--- config.mk ---
export PLATFORM = sky130hd
export DESIGN_NAME = spw_top
export DESIGN_NICKNAME = d
export VERILOG_FILES = /design/src/pkg/spw_pkg.sv /design/src/pkg/spw_gate_if.sv /design/src/rtl/spw_top.sv /design/src/rtl/spw_gate.sv
export VERILOG_INCLUDE_DIRS = /design/src /design/src/pkg
export SDC_FILE = /design/constraint.sdc
export NUM_CORES = 1
export LEC_CHECK = 0
export BUFFER_PORTS_ARGS = -buffer_cell sky130_fd_sc_hd__buf_4
export CAP_MARGIN = 5
export CELL_PAD_IN_SITES_DETAIL_PLACEMENT = 1
export CELL_PAD_IN_SITES_GLOBAL_PLACEMENT = 1
export CORE_ASPECT_RATIO = 1.5
export CORE_MARGIN = 5
export CORE_UTILIZATION = 36
export CTS_BUF_LIST = sky130_fd_sc_hd__clkbuf_16
export CTS_CLUSTER_SIZE = 20
export DETAILED_ROUTE_END_ITERATION = 8
export PLACE_DENSITY = 0.86
export SETUP_SLACK_MARGIN = 0.1
export SYNTH_ARGS = -nofsm -noshare
export SYNTH_HDL_FRONTEND = slang
export SYNTH_SLANG_ARGS = --single-unit
--- constraint.sdc ---
create_clock -name ref_clk -period 2.3 [get_ports ref_clk]
set_clock_uncertainty 0.15 [all_clocks]
set_input_delay 0 -clock ref_clk [delete_from_list [all_inputs] [get_ports ref_clk]]
set_output_delay 0 -clock ref_clk [all_outputs]
set_load 0.02 [all_outputs]
--- src/pkg/spw_defs.svh ---
`ifndef SPW_DEFS_SVH
`define SPW_DEFS_SVH

// Register byte offsets
`define SPW_PAGE_OFF   4'h0
`define SPW_PW_OFF     4'h4
`define SPW_PROT_OFF   4'h8

// Page register fields
`define SPW_PAGE_MSB   2
`define SPW_RSVD_BIT   3
`define SPW_SLOT_LSB   4
`define SPW_PGOP_LSB   6
`define SPW_PAGE_RST   8'h00

// Password register fields
`define SPW_MODE_LSB   0
`define SPW_LOCK_BIT   2
`define SPW_PASS_LSB   3
`define SPW_PW_RST     8'h07
`define SPW_MODE_RST   2'h3
`define SPW_MODE_OFF   2'h0
`define SPW_CODE_MODE  5'h18
`define SPW_CODE_OPEN  5'h13
`define SPW_CODE_CLOSE 5'h15

// Protected register fields
`define SPW_NDIVIDER_LSB 0
`define SPW_KDIVIDER_BIT 4
`define SPW_WDT_BIT      5
`define SPW_PWRDN_BIT    6
`define SPW_SLOWDN_BIT   7
`define SPW_PROT_RST   8'h00

// Open window length in core clocks
`define SPW_OPEN_CYC   32

// Bus responses
`define SPW_RESP_OKAY  2'h0
`define SPW_RESP_SLV   2'h2

`endif

--- src/pkg/spw_pkg.sv ---
package spw_pkg;
  typedef logic [2:0]  spw_page_t;
  typedef logic [1:0]  spw_mode_t;
  typedef logic [7:0]  spw_byte_t;
  typedef logic [3:0]  spw_addr_t;
  typedef logic [31:0] spw_data_t;
  typedef logic [4:0]  spw_code_t;
endpackage

--- src/pkg/spw_gate_if.sv ---
`timescale 1ns/1ns
interface spw_gate_if;
  import spw_pkg::*;
  logic      wr;
  spw_byte_t wdata;
  spw_mode_t mode;
  logic      locked;
  modport gate (input wr, input wdata, output mode, output locked);
  modport core (output wr, output wdata, input mode, input locked);
endinterface

--- src/rtl/spw_top.sv ---
`timescale 1ns/1ns
`include "spw_defs.svh"
module spw_top (
  input  wire logic              ref_clk,
  input  wire logic              rst,
  input  wire logic              ce,
  // AXI4-Lite write address
  input  wire logic              s_axi_awvalid,
  output logic                   s_axi_awready,
  input  wire spw_pkg::spw_addr_t s_axi_awaddr,
  // AXI4-Lite write data
  input  wire logic              s_axi_wvalid,
  output logic                   s_axi_wready,
  input  wire spw_pkg::spw_data_t s_axi_wdata,
  input  wire logic [3:0]        s_axi_wstrb,
  // AXI4-Lite write response
  output logic                   s_axi_bvalid,
  input  wire logic              s_axi_bready,
  output logic [1:0]             s_axi_bresp,
  // AXI4-Lite read address
  input  wire logic              s_axi_arvalid,
  output logic                   s_axi_arready,
  input  wire spw_pkg::spw_addr_t s_axi_araddr,
  // AXI4-Lite read data
  output logic                   s_axi_rvalid,
  input  wire logic              s_axi_rready,
  output spw_pkg::spw_data_t     s_axi_rdata,
  output logic [1:0]             s_axi_rresp,
  // Block outputs
  output spw_pkg::spw_page_t     active_page,
  output logic [3:0]             clock_n_divider,
  output logic                   clock_k_divider,
  output logic                   watchdog_enable_bit,
  output logic                   power_down_enable,
  output logic                   slow_down_enable,
  output logic                   prot_locked
);
  import spw_pkg::*;

  // Bus holding registers
  logic      awready_r;
  logic      wready_r;
  logic      bvalid_r;
  logic [1:0] bresp_r;
  logic      arready_r;
  logic      rvalid_r;
  spw_data_t rdata_r;
  logic [1:0] rresp_r;
  logic      aw_hold_r;
  logic      w_hold_r;
  spw_addr_t awaddr_r;
  spw_byte_t wdata_r;
  logic      wstrb0_r;

  // Block state
  spw_page_t page_r;
  spw_page_t slot_r [4];
  spw_byte_t prot_r;

  // Decoded write strobes and fields, and the read mux results
  logic      commit;
  logic      wr_hit;
  logic      wr_page;
  logic      wr_pw;
  logic      wr_prot;
  logic [1:0] pg_op;
  logic [1:0] nr;
  spw_data_t rd_nxt;
  logic [1:0] rresp_nxt;

  spw_gate_if gif ();

  spw_gate u_gate (
    .ref_clk (ref_clk),
    .rst     (rst),
    .ce      (ce),
    .g       (gif.gate)
  );

  // Port drives, all from flip-flops
  assign s_axi_awready       = awready_r;
  assign s_axi_wready        = wready_r;
  assign s_axi_bvalid        = bvalid_r;
  assign s_axi_bresp         = bresp_r;
  assign s_axi_arready       = arready_r;
  assign s_axi_rvalid        = rvalid_r;
  assign s_axi_rdata         = rdata_r;
  assign s_axi_rresp         = rresp_r;
  assign active_page         = page_r;
  assign clock_n_divider     = prot_r[3:`SPW_NDIVIDER_LSB];
  assign clock_k_divider     = prot_r[`SPW_KDIVIDER_BIT];
  assign watchdog_enable_bit = prot_r[`SPW_WDT_BIT];
  assign power_down_enable   = prot_r[`SPW_PWRDN_BIT];
  assign slow_down_enable    = prot_r[`SPW_SLOWDN_BIT];
  assign prot_locked         = gif.locked;

  // A write happens once both halves are held and the last response is gone
  assign commit  = aw_hold_r && w_hold_r && !bvalid_r;
  assign wr_hit  = commit && wstrb0_r; // Only byte lane 0 carries data
  assign wr_page = wr_hit && awaddr_r == `SPW_PAGE_OFF;
  assign wr_pw   = wr_hit && awaddr_r == `SPW_PW_OFF;
  assign wr_prot = wr_hit && awaddr_r == `SPW_PROT_OFF;
  assign pg_op   = wdata_r[7:`SPW_PGOP_LSB];
  assign nr      = wdata_r[5:`SPW_SLOT_LSB];

  assign gif.wr    = wr_pw;
  assign gif.wdata = wdata_r;

  // Write address channel; ready drops while a write is held or answered
  always_ff @(posedge ref_clk) begin
    if (rst) begin
      awready_r <= 1'b0;
      aw_hold_r <= 1'b0;
      awaddr_r  <= 4'h0;
    end else if (ce) begin
      if (s_axi_awvalid && awready_r) begin
        awready_r <= 1'b0;
        aw_hold_r <= 1'b1;
        awaddr_r  <= s_axi_awaddr;
      end else if (commit) begin
        aw_hold_r <= 1'b0;
      end else if (!aw_hold_r && !bvalid_r) begin
        awready_r <= 1'b1;
      end
    end
  end

  // Write data channel, taken independently of the address
  always_ff @(posedge ref_clk) begin
    if (rst) begin
      wready_r <= 1'b0;
      w_hold_r <= 1'b0;
      wdata_r  <= 8'h00;
      wstrb0_r <= 1'b0;
    end else if (ce) begin
      if (s_axi_wvalid && wready_r) begin
        wready_r <= 1'b0;
        w_hold_r <= 1'b1;
        wdata_r  <= s_axi_wdata[7:0];
        wstrb0_r <= s_axi_wstrb[0];
      end else if (commit) begin
        w_hold_r <= 1'b0;
      end else if (!w_hold_r && !bvalid_r) begin
        wready_r <= 1'b1;
      end
    end
  end

  // Write response; unmapped offsets answer SLVERR
  always_ff @(posedge ref_clk) begin
    if (rst) begin
      bvalid_r <= 1'b0;
      bresp_r  <= `SPW_RESP_OKAY;
    end else if (ce) begin
      if (commit) begin
        bvalid_r <= 1'b1;
        if (awaddr_r == `SPW_PAGE_OFF || awaddr_r == `SPW_PW_OFF ||
            awaddr_r == `SPW_PROT_OFF) begin
          bresp_r <= `SPW_RESP_OKAY;
        end else begin
          bresp_r <= `SPW_RESP_SLV;
        end
      end else if (bvalid_r && s_axi_bready) begin
        bvalid_r <= 1'b0;
      end
    end
  end

  // Read mux; write-only fields and reserved bits read as zero
  always_comb begin
    rd_nxt    = 32'h0000_0000;
    rresp_nxt = `SPW_RESP_OKAY;
    case (s_axi_araddr)
      `SPW_PAGE_OFF: begin
        rd_nxt[`SPW_PAGE_MSB:0] = page_r;
      end
      `SPW_PW_OFF: begin
        rd_nxt[1:0]           = gif.mode;
        rd_nxt[`SPW_LOCK_BIT] = gif.locked;
      end
      `SPW_PROT_OFF: begin
        rd_nxt[7:0] = prot_r;
      end
      default: begin
        rresp_nxt = `SPW_RESP_SLV;
      end
    endcase
  end

  // Read channel; one read in flight, data answered the edge after taking
  always_ff @(posedge ref_clk) begin
    if (rst) begin
      arready_r <= 1'b0;
      rvalid_r  <= 1'b0;
      rdata_r   <= 32'h0000_0000;
      rresp_r   <= `SPW_RESP_OKAY;
    end else if (ce) begin
      if (s_axi_arvalid && arready_r) begin
        arready_r <= 1'b0;
        rvalid_r  <= 1'b1;
        rdata_r   <= rd_nxt;
        rresp_r   <= rresp_nxt;
      end else if (rvalid_r && s_axi_rready) begin
        rvalid_r <= 1'b0;
      end else if (!rvalid_r) begin
        arready_r <= 1'b1;
      end
    end
  end

  // Active page: direct, save-and-load, or restore from a slot
  always_ff @(posedge ref_clk) begin
    if (rst) begin
      page_r <= 3'(`SPW_PAGE_RST);
    end else if (ce && wr_page) begin
      if (!pg_op[1]) begin
        page_r <= wdata_r[`SPW_PAGE_MSB:0];
      end else if (!pg_op[0]) begin
        page_r <= wdata_r[`SPW_PAGE_MSB:0];
      end else begin
        page_r <= slot_r[nr];
      end
    end
  end

  // Storage slots keep the page an interrupt routine displaced
  for (genvar i = 0; i < 4; i++) begin : g_slot
    always_ff @(posedge ref_clk) begin
      if (rst) begin
        slot_r[i] <= 3'h0;
      end else if (ce && wr_page && pg_op == 2'h2 && nr == 2'(i)) begin
        slot_r[i] <= page_r;
      end
    end
  end

  // Protected bits; a write while locked is answered OKAY but dropped
  always_ff @(posedge ref_clk) begin
    if (rst) begin
      prot_r <= `SPW_PROT_RST;
    end else if (ce && wr_prot && !gif.locked) begin
      prot_r <= wdata_r;
    end
  end

  a_page_direct: assert property (@(posedge ref_clk) disable iff (rst)
    (ce && wr_page && !pg_op[1]) |=> page_r == $past(wdata_r[2:0]))
    else $error("direct page write not taken");

  a_page_save: assert property (@(posedge ref_clk) disable iff (rst)
    (ce && wr_page && pg_op == 2'h2) |=>
      (page_r == $past(wdata_r[2:0])) && (slot_r[$past(nr)] == $past(page_r)))
    else $error("save and load failed");

  a_page_restore: assert property (@(posedge ref_clk) disable iff (rst)
    (ce && wr_page && pg_op == 2'h3) |=> page_r == $past(slot_r[nr]))
    else $error("restore from slot failed");

  a_page_readback: assert property (@(posedge ref_clk) disable iff (rst)
    (ce && s_axi_arvalid && arready_r && s_axi_araddr == 4'h0) |=>
      rvalid_r && rdata_r[7:3] == 5'h00 && rdata_r[2:0] == $past(page_r))
    else $error("page readback wrong");

  a_prot_block: assert property (@(posedge ref_clk) disable iff (rst)
    (wr_prot && gif.locked) |=> $stable(prot_r))
    else $error("protected bits written while locked");

  a_page_hold: assert property (@(posedge ref_clk) disable iff (rst)
    !(ce && wr_page) |=> $stable(page_r))
    else $error("page changed without a write");

  a_bus_resp: assert property (@(posedge ref_clk) disable iff (rst)
    (ce && commit) |=> bvalid_r ##0 (!aw_hold_r && !w_hold_r))
    else $error("write not answered after commit");
endmodule

--- src/rtl/spw_gate.sv ---
`timescale 1ns/1ns
`include "spw_defs.svh"
module spw_gate (
  input wire logic ref_clk,
  input wire logic rst,
  input wire logic ce,
  spw_gate_if.gate g
);
  import spw_pkg::*;

  spw_mode_t  mode_r;
  spw_mode_t  mode_nxt;
  logic       open_r;
  logic       open_nxt;
  logic [4:0] cnt_r;
  logic [4:0] cnt_nxt;
  logic       locked_r;
  logic       locked_nxt;
  spw_code_t  pass;
  logic [5:0] age_r;

  assign pass     = g.wdata[7:`SPW_PASS_LSB];
  assign g.mode   = mode_r;
  assign g.locked = locked_r;

  // Window countdown first, so a fresh open code overrides expiry
  always_comb begin
    mode_nxt = mode_r;
    open_nxt = open_r;
    cnt_nxt  = cnt_r;
    if (open_r) begin
      if (cnt_r == 5'h0) begin
        open_nxt = 1'b0;
      end else begin
        cnt_nxt = cnt_r - 5'h1;
      end
    end
    if (g.wr) begin
      case (pass)
        `SPW_CODE_MODE: begin
          mode_nxt = g.wdata[1:`SPW_MODE_LSB];
        end
        `SPW_CODE_OPEN: begin
          if (mode_r != `SPW_MODE_OFF) begin
            open_nxt = 1'b1;
            cnt_nxt  = 5'(`SPW_OPEN_CYC - 1);
          end
        end
        `SPW_CODE_CLOSE: begin
          open_nxt = 1'b0;
        end
        default: begin
        end
      endcase
    end
    // Mode 00 leaves everything writable
    locked_nxt = (mode_nxt != `SPW_MODE_OFF) && !open_nxt;
  end

  // Gate state, frozen while the clock enable is low
  always_ff @(posedge ref_clk) begin
    if (rst) begin
      mode_r   <= `SPW_MODE_RST;
      open_r   <= 1'b0;
      cnt_r    <= 5'h0;
      locked_r <= 1'b1;
    end else if (ce) begin
      mode_r   <= mode_nxt;
      open_r   <= open_nxt;
      cnt_r    <= cnt_nxt;
      locked_r <= locked_nxt;
    end
  end

  // Independent age of the open window, read only by checks
  always_ff @(posedge ref_clk) begin
    if (rst) begin
      age_r <= 6'h00;
    end else if (ce) begin
      if (g.wr && pass == `SPW_CODE_OPEN) begin
        age_r <= 6'h00;
      end else if (open_r) begin
        age_r <= age_r + 6'h01;
      end
    end
  end

  a_gate_open: assert property (@(posedge ref_clk) disable iff (rst)
    (ce && g.wr && pass == `SPW_CODE_OPEN) |=> !locked_r)
    else $error("open code did not unlock");

  a_gate_close: assert property (@(posedge ref_clk) disable iff (rst)
    (ce && g.wr && pass == `SPW_CODE_CLOSE) |=> (locked_r == (mode_r != 2'h0)))
    else $error("close code did not lock");

  a_mode_guard: assert property (@(posedge ref_clk) disable iff (rst)
    (ce && !(g.wr && pass == `SPW_CODE_MODE)) |=> $stable(mode_r))
    else $error("mode changed without mode code");

  a_gate_timeout: assert property (@(posedge ref_clk) disable iff (rst)
    open_r |-> age_r < 6'd32)
    else $error("open window longer than 32 cycles");

  a_lock_status: assert property (@(posedge ref_clk) disable iff (rst)
    (mode_r == 2'h0) |-> !locked_r)
    else $error("disabled scheme shows locked");
endmodule

==> results.py, run 1 <==
metrics = {
    "pwr": {
        "ir_worst_vdd_v": 0.0003534,
        "p_leak_uw": 0.001586,
        "p_per_area_nw_per_um2": 673.9,
    },
    "hold_path": {
        "hold_start": "s_axi_arvalid",
        "hold_path.class": "in2reg",
    },
    "global_route": {
        "grt.total_usage_pct": 18.90,
        "antenna_found_initial": 1,
        "grt_pass1_wl_mm": 13.94,
        "grt-ovfl-total": 0,
        "grt_pass1_vias": 2778,
        "grt_max_degree": 27,
    },
    "setup_path": {
        "cp-endpoint": "slot_r[1][0]",
        "cp_slowest_cell": "or3_4",
        "crit_fanout": 6,
        "worst-setup-path-type": "reg2reg",
        "r2r_end": "slot_r[1][0]",
        "r2r_cells": 4,
        "required_ns": 2.17,
        "r2r-start": "s_axi_bvalid",
        "arrival_ns": 2.01,
        "worstSetupEndpointType": "flip-flop",
        "crit_chain": "and4b_2 > nand4b_1 > or3_4 > o21bai_2",
        "worstSetupStartpointType": "flip-flop",
        "slowest_delay_ns": 0.47,
        "crit_family": "simple AND/OR/NAND/NOR gates",
        "crit_path_start": "s_axi_bvalid",
        "rrSetupSlack_ns": 0.16,
        "timing.critical_path.buf_inv": 0,
        "cp.depth": 4,
    },
    "logic_synthesis": {
        "ys_types": 44,
        "yosysWarnings": 0,
        "yosysSeqAreaShare_pct": 49.36,
        "synth_largest_area_cell": "dfxtp_1",
        "syn_avg_cell_area_sq_um": 9.463,
        "synth.ff_latch_count": 64,
        "synthDominantCellAreaShare_pct": 36.67,
        "async_flop_share_pct": 0,
        "synth_edf_count": 12,
        "synth_cells": 300,
        "synth_area_leaders": "dfxtp_1 (37%), edfxtp_1 (13%), buf_4 (6.9%)",
        "synth_flop_cell": "dfxtp_1",
        "syn_area_sq_um": 2839,
    },
    "floorplan": {
        "io-pin-count": 105,
        "core_area_sq_um": 7661,
        "die_w_microns": 82.51,
        "fp.dieH_microns": 118.8,
        "start_util_pct": 37.06,
        "row_count": 39,
        "die_area_sq_um": 9798,
    },
    "layout": {
        "layout_commonest_cell": "buf_4",
        "fin_nets": 437,
        "layout_common_cells": "buf_4 (56), dfxtp_1 (52), nor2_1 (40)",
        "drive_above_1_share_pct": 21.13,
        "area_delta_synth_final_pct": 34.99,
    },
    "route": {
        "drt-initial-drc-count": 153,
        "route.detailed.drc": 0,
        "vias": 2568,
        "antenna_left": 0,
        "post_drt_via_cell_ratio": 5.230,
        "first_pass_iters": 4,
        "wl_per_cell_microns": 18.65,
        "drt-total-wl_mm": 9.158,
    },
    "job": {
        "max_cap_violations": 0,
    },
    "timing": {
        "worstMarginPinSlew_ns": 0.5514,
        "hold_viol": 0,
        "fin_crit_sh_pct": 93.06,
        "setup_viol": 0,
        "period_minus_slack_ns": 2.140,
        "fin_ws_ns": 0.1595,
        "fmax_ghz": 0.4672,
        "slew_headroom_pct": 62.72,
        "rsz0062_at_grt": "yes",
        "fin_setup_tns_ns": 0,
        "slew_viol_final": 0,
    },
    "clock_tree": {
        "clock_latency_ns": 0.33,
        "cts.root.buffer_cell": "clkbuf_16",
        "cts_tree": "done",
        "clk_pin_slew_ns": 0.05,
        "cts_buffers": 9,
        "cts_sinks": 64,
        "clk_path_buf_depth": 2,
        "cts.htree.levels": 3,
    },
    "placed_design": {
        "dp_hpwl_mm": 5.564,
        "numPortBuffers": 51,
        "pre_cts_slack_ns": 0.1381,
        "routabilityCongestion": 0.7504,
    },
    "outcome": {
        "run_status": "completed",
    },
}
[flip-flops by register name (all words and copies together), names as in the netlist, 2 cells and up, named ones only]
name,cells
awaddr_r,4
active_page,3
s_axi_rdata,8
u_gate.g.mode,2
slot_r,12
u_gate.cnt_r,5
gif.wdata,8
prot_r,8
[cell usage after synthesis (all sizes together), types with 2 or more instances]
library cell	number
a21oi	23
a22o	8
a311oi	4
buf	28
clkbuf	9
dfxtp	52
edfxtp	12
inv	2
mux2i	18
mux4	3
nand2	39
nand2b	8
nand3	7
nand4b	2
nor2	40
nor2b	6
nor3	4
nor4	3
o21ai	5
o21bai	4
or3	2
or4	2
[routing by layer]
| layer | global-route usage [%] | vias up | wire (microns) |
|---|---|---|---|
| li1 | - | 1169 | - |
| met1 | 19.70 | 1250 | 3310 |
| met2 | 33.18 | 113 | 4940 |
| met3 | 3.653 | 36 | 486 |
| met4 | 12.07 | 0 | 421 |
| met5 | 0 | - | 0 |
[worst reg2reg max path, delay by kind of cell, from the launching register on]
| family | cells | cell delay (ns) |
|---|---|---|
| flip-flops | 1 | 0.38 |
| AND/OR/NAND/NOR | 3 | 1.07 |
| AO/OA/AOI/OAI | 1 | 0.23 |
[logic make-up after synthesis]
logic type	count (synthesis)	synth area share, %
and+or+nand+nor	123	20.85
DFF	64	49.36
AOI/OAI and AO/OA	50	11.28
buffers and inverters	39	8.903
muxes	21	8.726
adders and majority gates	1	0.4407
other	1	0.1321
xor gates and xnor gates	1	0.3086
[worst min-delay path by stage]
| stage | to | slack, ns | depth (start not counted) |
|---|---|---|---|
| 2_1_floorplan | wstrb0_r | -0.01 | 2 |
| 4_1_cts | s_axi_arready | 0.02 | 4 |
| 6_report | s_axi_arready | 0.02 | 4 |
| 3_3_place_gp | awaddr_r[0] | 0.08 | 3 |
| 3_5_place_dp | awaddr_r[0] | 0.10 | 3 |
| 5_1_grt | s_axi_arready | 0.04 | 4 |
[power breakdown]
group	switching (uW)	leakage (uW)	internal (uW)
logic	126	0.000904	97.6
clock network	472	0.000138	700
registers	22.8	0.000545	1160
[what timing repair did]
action	in CTS	in global routing
setup endpoints to repair	11	35
gates resized for setup	1	11
endpoints found under the hold margin	36	0
pin swaps	0	2
hold buffers	30	0
buffers inserted	0	1
[cell type report]
cell class / count / area, sq um
antenna: 1 / 2.502
clock buffer: 9 / 225.2
clock inverter: 6 / 23.77
fill: 869 / 3829
inverter: 2 / 7.507
multi-input combinational: 222 / 1334
sequential: 64 / 1401
tap: 102 / 127.6
timing repair buffer: 85 / 710.7
[through the flow]
step	total power, uW	area [sq um]	util [%]	cells	hold slack [ns]
5_1_grt	2646	3832	50.02	491	0.04020
2_1_floorplan	1347	2933	-	325	-0.01403
6_report	2583	3832	50.02	491	0.01653
3_5_place_dp	1386	3228	42.14	445	0.1018
4_1_cts	2573	3780	49.34	490	0.01805
3_3_place_gp	1379	3228	42.14	445	0.08460
(Power assumes the default switching activity.)
==> run 2: changes to the inputs <==
--- a/config.mk
+++ b/config.mk
@@ -6,7 +6,8 @@
 export SDC_FILE = /design/constraint.sdc
 export NUM_CORES = 1
 export LEC_CHECK = 0
-export BUFFER_PORTS_ARGS = -buffer_cell sky130_fd_sc_hd__buf_4
+export ABC_CLOCK_PERIOD_IN_PS = 2300
+export BUFFER_PORTS_ARGS = -buffer_cell sky130_fd_sc_hd__buf_2
 export CAP_MARGIN = 5
 export CELL_PAD_IN_SITES_DETAIL_PLACEMENT = 1
 export CELL_PAD_IN_SITES_GLOBAL_PLACEMENT = 1
@@ -16,6 +17,7 @@
 export CTS_BUF_LIST = sky130_fd_sc_hd__clkbuf_16
 export CTS_CLUSTER_SIZE = 20
 export DETAILED_ROUTE_END_ITERATION = 8
+export GPL_TIMING_DRIVEN = 0
 export PLACE_DENSITY = 0.86
 export SETUP_SLACK_MARGIN = 0.1
 export SYNTH_ARGS = -nofsm -noshare
==> results.py, run 2 (synthesized netlist as in run 1, its figures left out) <==
metrics = {
    "timing": {
        "fin_crit_sh_pct": 91.39,
        "period_minus_slack_ns": 2.102,
        "worstMarginPinSlew_ns": 0.8803,
        "fin_ws_ns": 0.1980,
        "slew_viol_final": 0,
        "fmax_ghz": 0.4757,
        "rsz0062_at_grt": "yes",
        "fin_setup_tns_ns": 0,
        "slew_headroom_pct": 41.04,
        "setup_viol": 0,
        "hold_viol": 0,
    },
    "layout": {
        "drive_above_1_share_pct": 25.06,
        "diodes": 0,
        "layout_commonest_cell": "dfxtp_1",
        "multi_input_area_sq_um": 1320,
        "area_delta_synth_final_pct": 36.36,
        "fin_nets": 463,
        "top_register": "slot_r",
        "layout_common_cells": "dfxtp_1 (52), buf_2 (51), nor2_1 (40)",
        "layout.area.seq_sq_um": 1401,
        "largest_reg_flops": 12,
        "fillers": 901,
    },
    "floorplan": {
        "io-pin-count": 105,
        "die_area_sq_um": 9798,
        "die_w_microns": 82.51,
        "core_area_sq_um": 7661,
        "row_count": 39,
        "fp.dieH_microns": 118.8,
        "start_util_pct": 37.06,
    },
    "global_route": {
        "grt.total_usage_pct": 18.35,
        "grt_max_degree": 12,
        "grt-ovfl-total": 0,
        "grt_pass1_vias": 2766,
        "antenna_found_initial": 0,
        "grt_pass1_wl_mm": 13.68,
    },
    "hold_path": {
        "hold_start": "s_axi_araddr[1]",
        "hold_end": "s_axi_rdata[2]",
        "hold_depth": 4,
        "hold_path.class": "in2reg",
    },
    "pwr": {
        "ir_worst_vdd_v": 0.0004025,
        "p_leak_uw": 0.001671,
        "power_frac_clock_pct": 47.6,
        "p_int_uw": 2089,
        "p_switching_uw": 624.9,
        "combPwrFrac_pct": 8.8,
        "power_switching_share_pct": 23.03,
        "p_per_area_nw_per_um2": 701.0,
        "pwr-share-seq_pct": 43.7,
    },
    "placed_design": {
        "pre_cts_slack_ns": 0.1762,
        "routabilityCongestion": 0.8085,
        "dp_hpwl_mm": 5.950,
        "numPortBuffers": 50,
    },
    "setup_path": {
        "rrSetupSlack_ns": 0.20,
        "worstSetupEndpointType": "flip-flop",
        "cp_slowest_cell": "or3_4",
        "worstSetupStartpointType": "flip-flop",
        "worst-setup-path-type": "reg2reg",
        "arrival_ns": 1.97,
        "slowest_delay_ns": 0.45,
        "required_ns": 2.17,
        "r2r_end": "slot_r[1][2]",
        "crit_fanout": 6,
        "timing.critical_path.buf_inv": 0,
        "r2r_cells": 4,
        "crit_chain": "and4b_1 > nand4b_1 > or3_4 > o21bai_2",
        "r2r-start": "s_axi_bvalid",
        "crit_family": "simple AND/OR/NAND/NOR gates",
    },
    "job": {
        "max_cap_violations": 0,
    },
    "clock_tree": {
        "cts_sinks": 64,
        "cts_tree": "done",
        "cts_buffers": 9,
        "clk_path_buf_depth": 2,
        "clock_latency_ns": 0.33,
        "cts.root.buffer_cell": "clkbuf_16",
        "clk_pin_slew_ns": 0.06,
        "cts.htree.levels": 3,
    },
    "route": {
        "post_drt_via_cell_ratio": 4.963,
        "antenna_left": 0,
        "wl_per_cell_microns": 16.66,
        "drt-initial-drc-count": 124,
        "drt-total-wl_mm": 8.615,
        "vias": 2566,
        "first_pass_iters": 4,
        "route.detailed.drc": 0,
    },
    "outcome": {
        "run_status": "completed",
    },
}
==> run 2: worst register-to-register path, delay by kind of cell (launching register included) <==
family             cells  cell delay, ns
AOI/OAI and AO/OA      1            0.23
and+or+nand+nor        3            1.06
DFF                    1            0.35
==> run 2: what timing repair did <==
| action | 4_1_cts | 5_1_grt |
|---|---|---|
| hold buffers | 23 | 0 |
| endpoints found under the setup margin | 0 | 24 |
| setup buffers | 0 | 1 |
| endpoints found under the hold margin | 23 | 0 |
| resized for setup | 0 | 10 |
==> run 2: routing by layer <==
layer  part of all wire (%)  global-route usage [%]
met5                      0                       0
met4                    3.2                   8.487
met3                    5.4                   4.642
met2                     54                   33.18
met1                     38                   19.03
==> run 2: metrics by stage <==
stage / hold WS, ns / utilization [%] / area (sq um) / total power, uW / cells
2_1_floorplan: -0.01403 / - / 2933 / 1347 / 325
3_3_place_gp: 0.08749 / 43.21 / 3311 / 1401 / 477
3_5_place_dp: 0.09754 / 43.21 / 3311 / 1406 / 477
4_1_cts: 0.03228 / 49.88 / 3821 / 2708 / 516
5_1_grt: 0.05967 / 50.53 / 3871 / 2783 / 517
6_report: 0.03972 / 50.53 / 3871 / 2714 / 517
==> run 2: layout make-up <==
class / instances / share of cell area (%)
plain buffers: 37 / 6.367
clock buffers: 9 / 5.818
clock inverters: 7 / 1.422
inverters: 2 / 0.1939
multi-input cells: 222 / 34.10
flip-flops and latches: 64 / 36.20
well taps: 102 / 3.297
repair buffers: 74 / 12.61
==> run 2: worst max-delay path by stage <==
stage | start | to | cells past startpoint
floorplan | s_axi_bvalid | slot_r[0][0] | 4
global placement | s_axi_bvalid | slot_r[1][0] | 4
detailed placement | s_axi_bvalid | slot_r[1][2] | 4
CTS | s_axi_bvalid | slot_r[1][2] | 4
global route | s_axi_bvalid | prot_r[6] | 6
finish | s_axi_bvalid | slot_r[1][2] | 4
==> run 2: power groups by stage <==
stage          Clock [uW]  Combinational, uW  Sequential, uW
6_report             1290                238            1190
5_1_grt              1340                260            1190
4_1_cts              1300                228            1180
3_5_place_dp            0                198            1210
3_3_place_gp            0                195            1210
2_1_floorplan           0                137            1210
==> run 3: changes to the inputs <==
--- a/config.mk
+++ b/config.mk
@@ -6,7 +6,7 @@
 export SDC_FILE = /design/constraint.sdc
 export NUM_CORES = 1
 export LEC_CHECK = 0
-export ABC_CLOCK_PERIOD_IN_PS = 2300
+export ABC_CLOCK_PERIOD_IN_PS = 2350
 export BUFFER_PORTS_ARGS = -buffer_cell sky130_fd_sc_hd__buf_2
 export CAP_MARGIN = 5
 export CELL_PAD_IN_SITES_DETAIL_PLACEMENT = 1
@@ -18,6 +18,7 @@
 export CTS_CLUSTER_SIZE = 20
 export DETAILED_ROUTE_END_ITERATION = 8
 export GPL_TIMING_DRIVEN = 0
+export MAX_ROUTING_LAYER = met4
 export PLACE_DENSITY = 0.86
 export SETUP_SLACK_MARGIN = 0.1
 export SYNTH_ARGS = -nofsm -noshare
==> constraint.sdc (replaced) <==
create_clock -name ref_clk -period 2.35 [get_ports ref_clk]
set_clock_uncertainty 0.15 [all_clocks]
set_input_delay 0 -clock ref_clk [delete_from_list [all_inputs] [get_ports ref_clk]]
set_output_delay 0 -clock ref_clk [all_outputs]
set_load 0.02 [all_outputs]
==> results.py, run 3 (synthesized netlist as in run 1, its figures left out) <==
metrics = {
    "setup_path": {
        "worst-setup-path-type": "reg2reg",
        "timing.critical_path.buf_inv": 0,
        "crit_chain": "and4b_1 > nand4b_1 > or3_1 > o21bai_1",
        "crit_family": "simple AND/OR/NAND/NOR gates",
        "slowest_delay_ns": 0.46,
        "cp_slowest_cell": "or3_1",
        "crit_fanout": 6,
        "worstSetupEndpointType": "flip-flop",
        "required_ns": 2.20,
        "worstSetupStartpointType": "flip-flop",
        "arrival_ns": 2.03,
    },
    "pwr": {
        "ir_worst_vdd_v": 0.0004033,
        "p_per_area_nw_per_um2": 693.0,
        "p_leak_uw": 0.001651,
    },
    "route": {
        "drt-initial-drc-count": 102,
        "post_drt_via_cell_ratio": 4.998,
        "route.detailed.drc": 0,
        "vias": 2574,
        "wl_per_cell_microns": 16.37,
        "drt-total-wl_mm": 8.433,
        "first_pass_iters": 4,
        "antenna_left": 0,
    },
    "hold_path": {
        "hold_path.class": "in2reg",
    },
    "timing": {
        "slew_headroom_pct": 41.93,
        "setup_viol": 0,
        "hold_viol": 0,
        "fin_crit_sh_pct": 92.88,
        "worstMarginPinSlew_ns": 0.8670,
        "rsz0062_at_grt": "yes",
        "fin_setup_tns_ns": 0,
        "slew_viol_final": 0,
        "period_minus_slack_ns": 2.183,
        "fmax_ghz": 0.4582,
    },
    "floorplan": {
        "row_count": 39,
        "die_area_sq_um": 9798,
        "start_util_pct": 37.06,
        "core_area_sq_um": 7661,
        "io-pin-count": 105,
        "fp.dieH_microns": 118.8,
        "die_w_microns": 82.51,
    },
    "clock_tree": {
        "cts_sinks": 64,
        "clock_latency_ns": 0.33,
        "cts.htree.levels": 3,
        "cts_tree": "done",
        "cts.root.buffer_cell": "clkbuf_16",
        "clk_pin_slew_ns": 0.06,
        "cts_buffers": 9,
        "cts_setup_buffers": 0,
        "clk_path_buf_depth": 2,
    },
    "placed_design": {
        "dp_hpwl_mm": 5.950,
        "numPortBuffers": 50,
        "routabilityCongestion": 0.8204,
    },
    "layout": {
        "largest_reg_flops": 12,
        "top_register": "slot_r",
        "fin_nets": 461,
        "finish.utilization_pct": 49.94,
        "fillers": 907,
        "layout_commonest_cell": "dfxtp_1",
        "drive_above_1_share_pct": 23.73,
        "area_delta_synth_final_pct": 34.77,
        "diodes": 0,
        "layout_common_cells": "dfxtp_1 (52), buf_2 (51), nor2_1 (40)",
    },
    "global_route": {
        "grt-ovfl-total": 0,
        "grt_pass1_vias": 2747,
        "grt_max_degree": 12,
        "grt_pass1_wl_mm": 13.48,
        "antenna_found_initial": 0,
        "grt.total_usage_pct": 18.57,
    },
    "outcome": {
        "run_status": "completed",
    },
    "job": {
        "max_cap_violations": 0,
    },
}
[run 3: final timing paths]
check | startpoint | slack (ns) | to | cells past startpoint
max | s_axi_bvalid | 0.17 | slot_r[0][1] | 4
min | rst | 0.03 | s_axi_arready | 3
max reg2reg | s_axi_bvalid | 0.17 | slot_r[0][1] | 4
min reg2reg | s_axi_rdata[3] | 0.33 | s_axi_rdata[3] | 1
[run 3: tightest hold or removal path, cell delays in order]
cell and delay, ns:
buf_2 0.14, a31oi_1 0.17, o21a_1 0.15
[run 3: repair_timing]
| item | 4_1_cts | 5_1_grt |
|---|---|---|
| setup endpoints to repair | 0 | 19 |
| hold endpoints to repair | 23 | 0 |
| gates resized for setup | 0 | 3 |
| hold buffers | 23 | 0 |
[run 3: stage by stage]
| stage | cells | power (uW) | setup WS [ns] | hold slack, ns | instance area [sq um] |
|---|---|---|---|---|---|
| final | 515 | 2651 | 0.1674 | 0.02787 | 3826 |
| after detailed placement | 477 | 1376 | 0.2262 | 0.09754 | 3311 |
| after floorplan | 325 | 1318 | 0.4035 | -0.01403 | 2933 |
| after global placement | 477 | 1371 | 0.2544 | 0.08749 | 3311 |
| after global routing | 515 | 2715 | 0.06599 | 0.05874 | 3826 |
| after CTS | 516 | 2651 | 0.1246 | 0.03228 | 3821 |
[run 3: routing by layer]
metal / GRT usage, % / share of wire [%] / up-vias
li1: - / - / 1228
met1: 19.31 / 38 / 1243
met2: 33.43 / 54 / 87
met3: 3.881 / 5.2 / 16
met4: 6.442 / 2.3 / 0
met5: - / 0 / -
[run 3: where the power goes]
group | switching (uW) | internal [uW] | total, uW
combinational | 126 | 102 | 228
clock | 462 | 801 | 1260
sequential | 21.1 | 1140 | 1160
[run 3: layout make-up]
type | instances | area, sq um | area share, %
plain buffers | 37 | 245.2 | 6.409
multi-input cells | 222 | 1294 | 33.81
repair buffers | 72 | 470.5 | 12.30
flip-flops and latches | 64 | 1401 | 36.63
clock buffers | 9 | 225.2 | 5.886
clock inverters | 7 | 55.05 | 1.439
well taps | 102 | 127.6 | 3.336
inverters | 2 | 7.507 | 0.1962
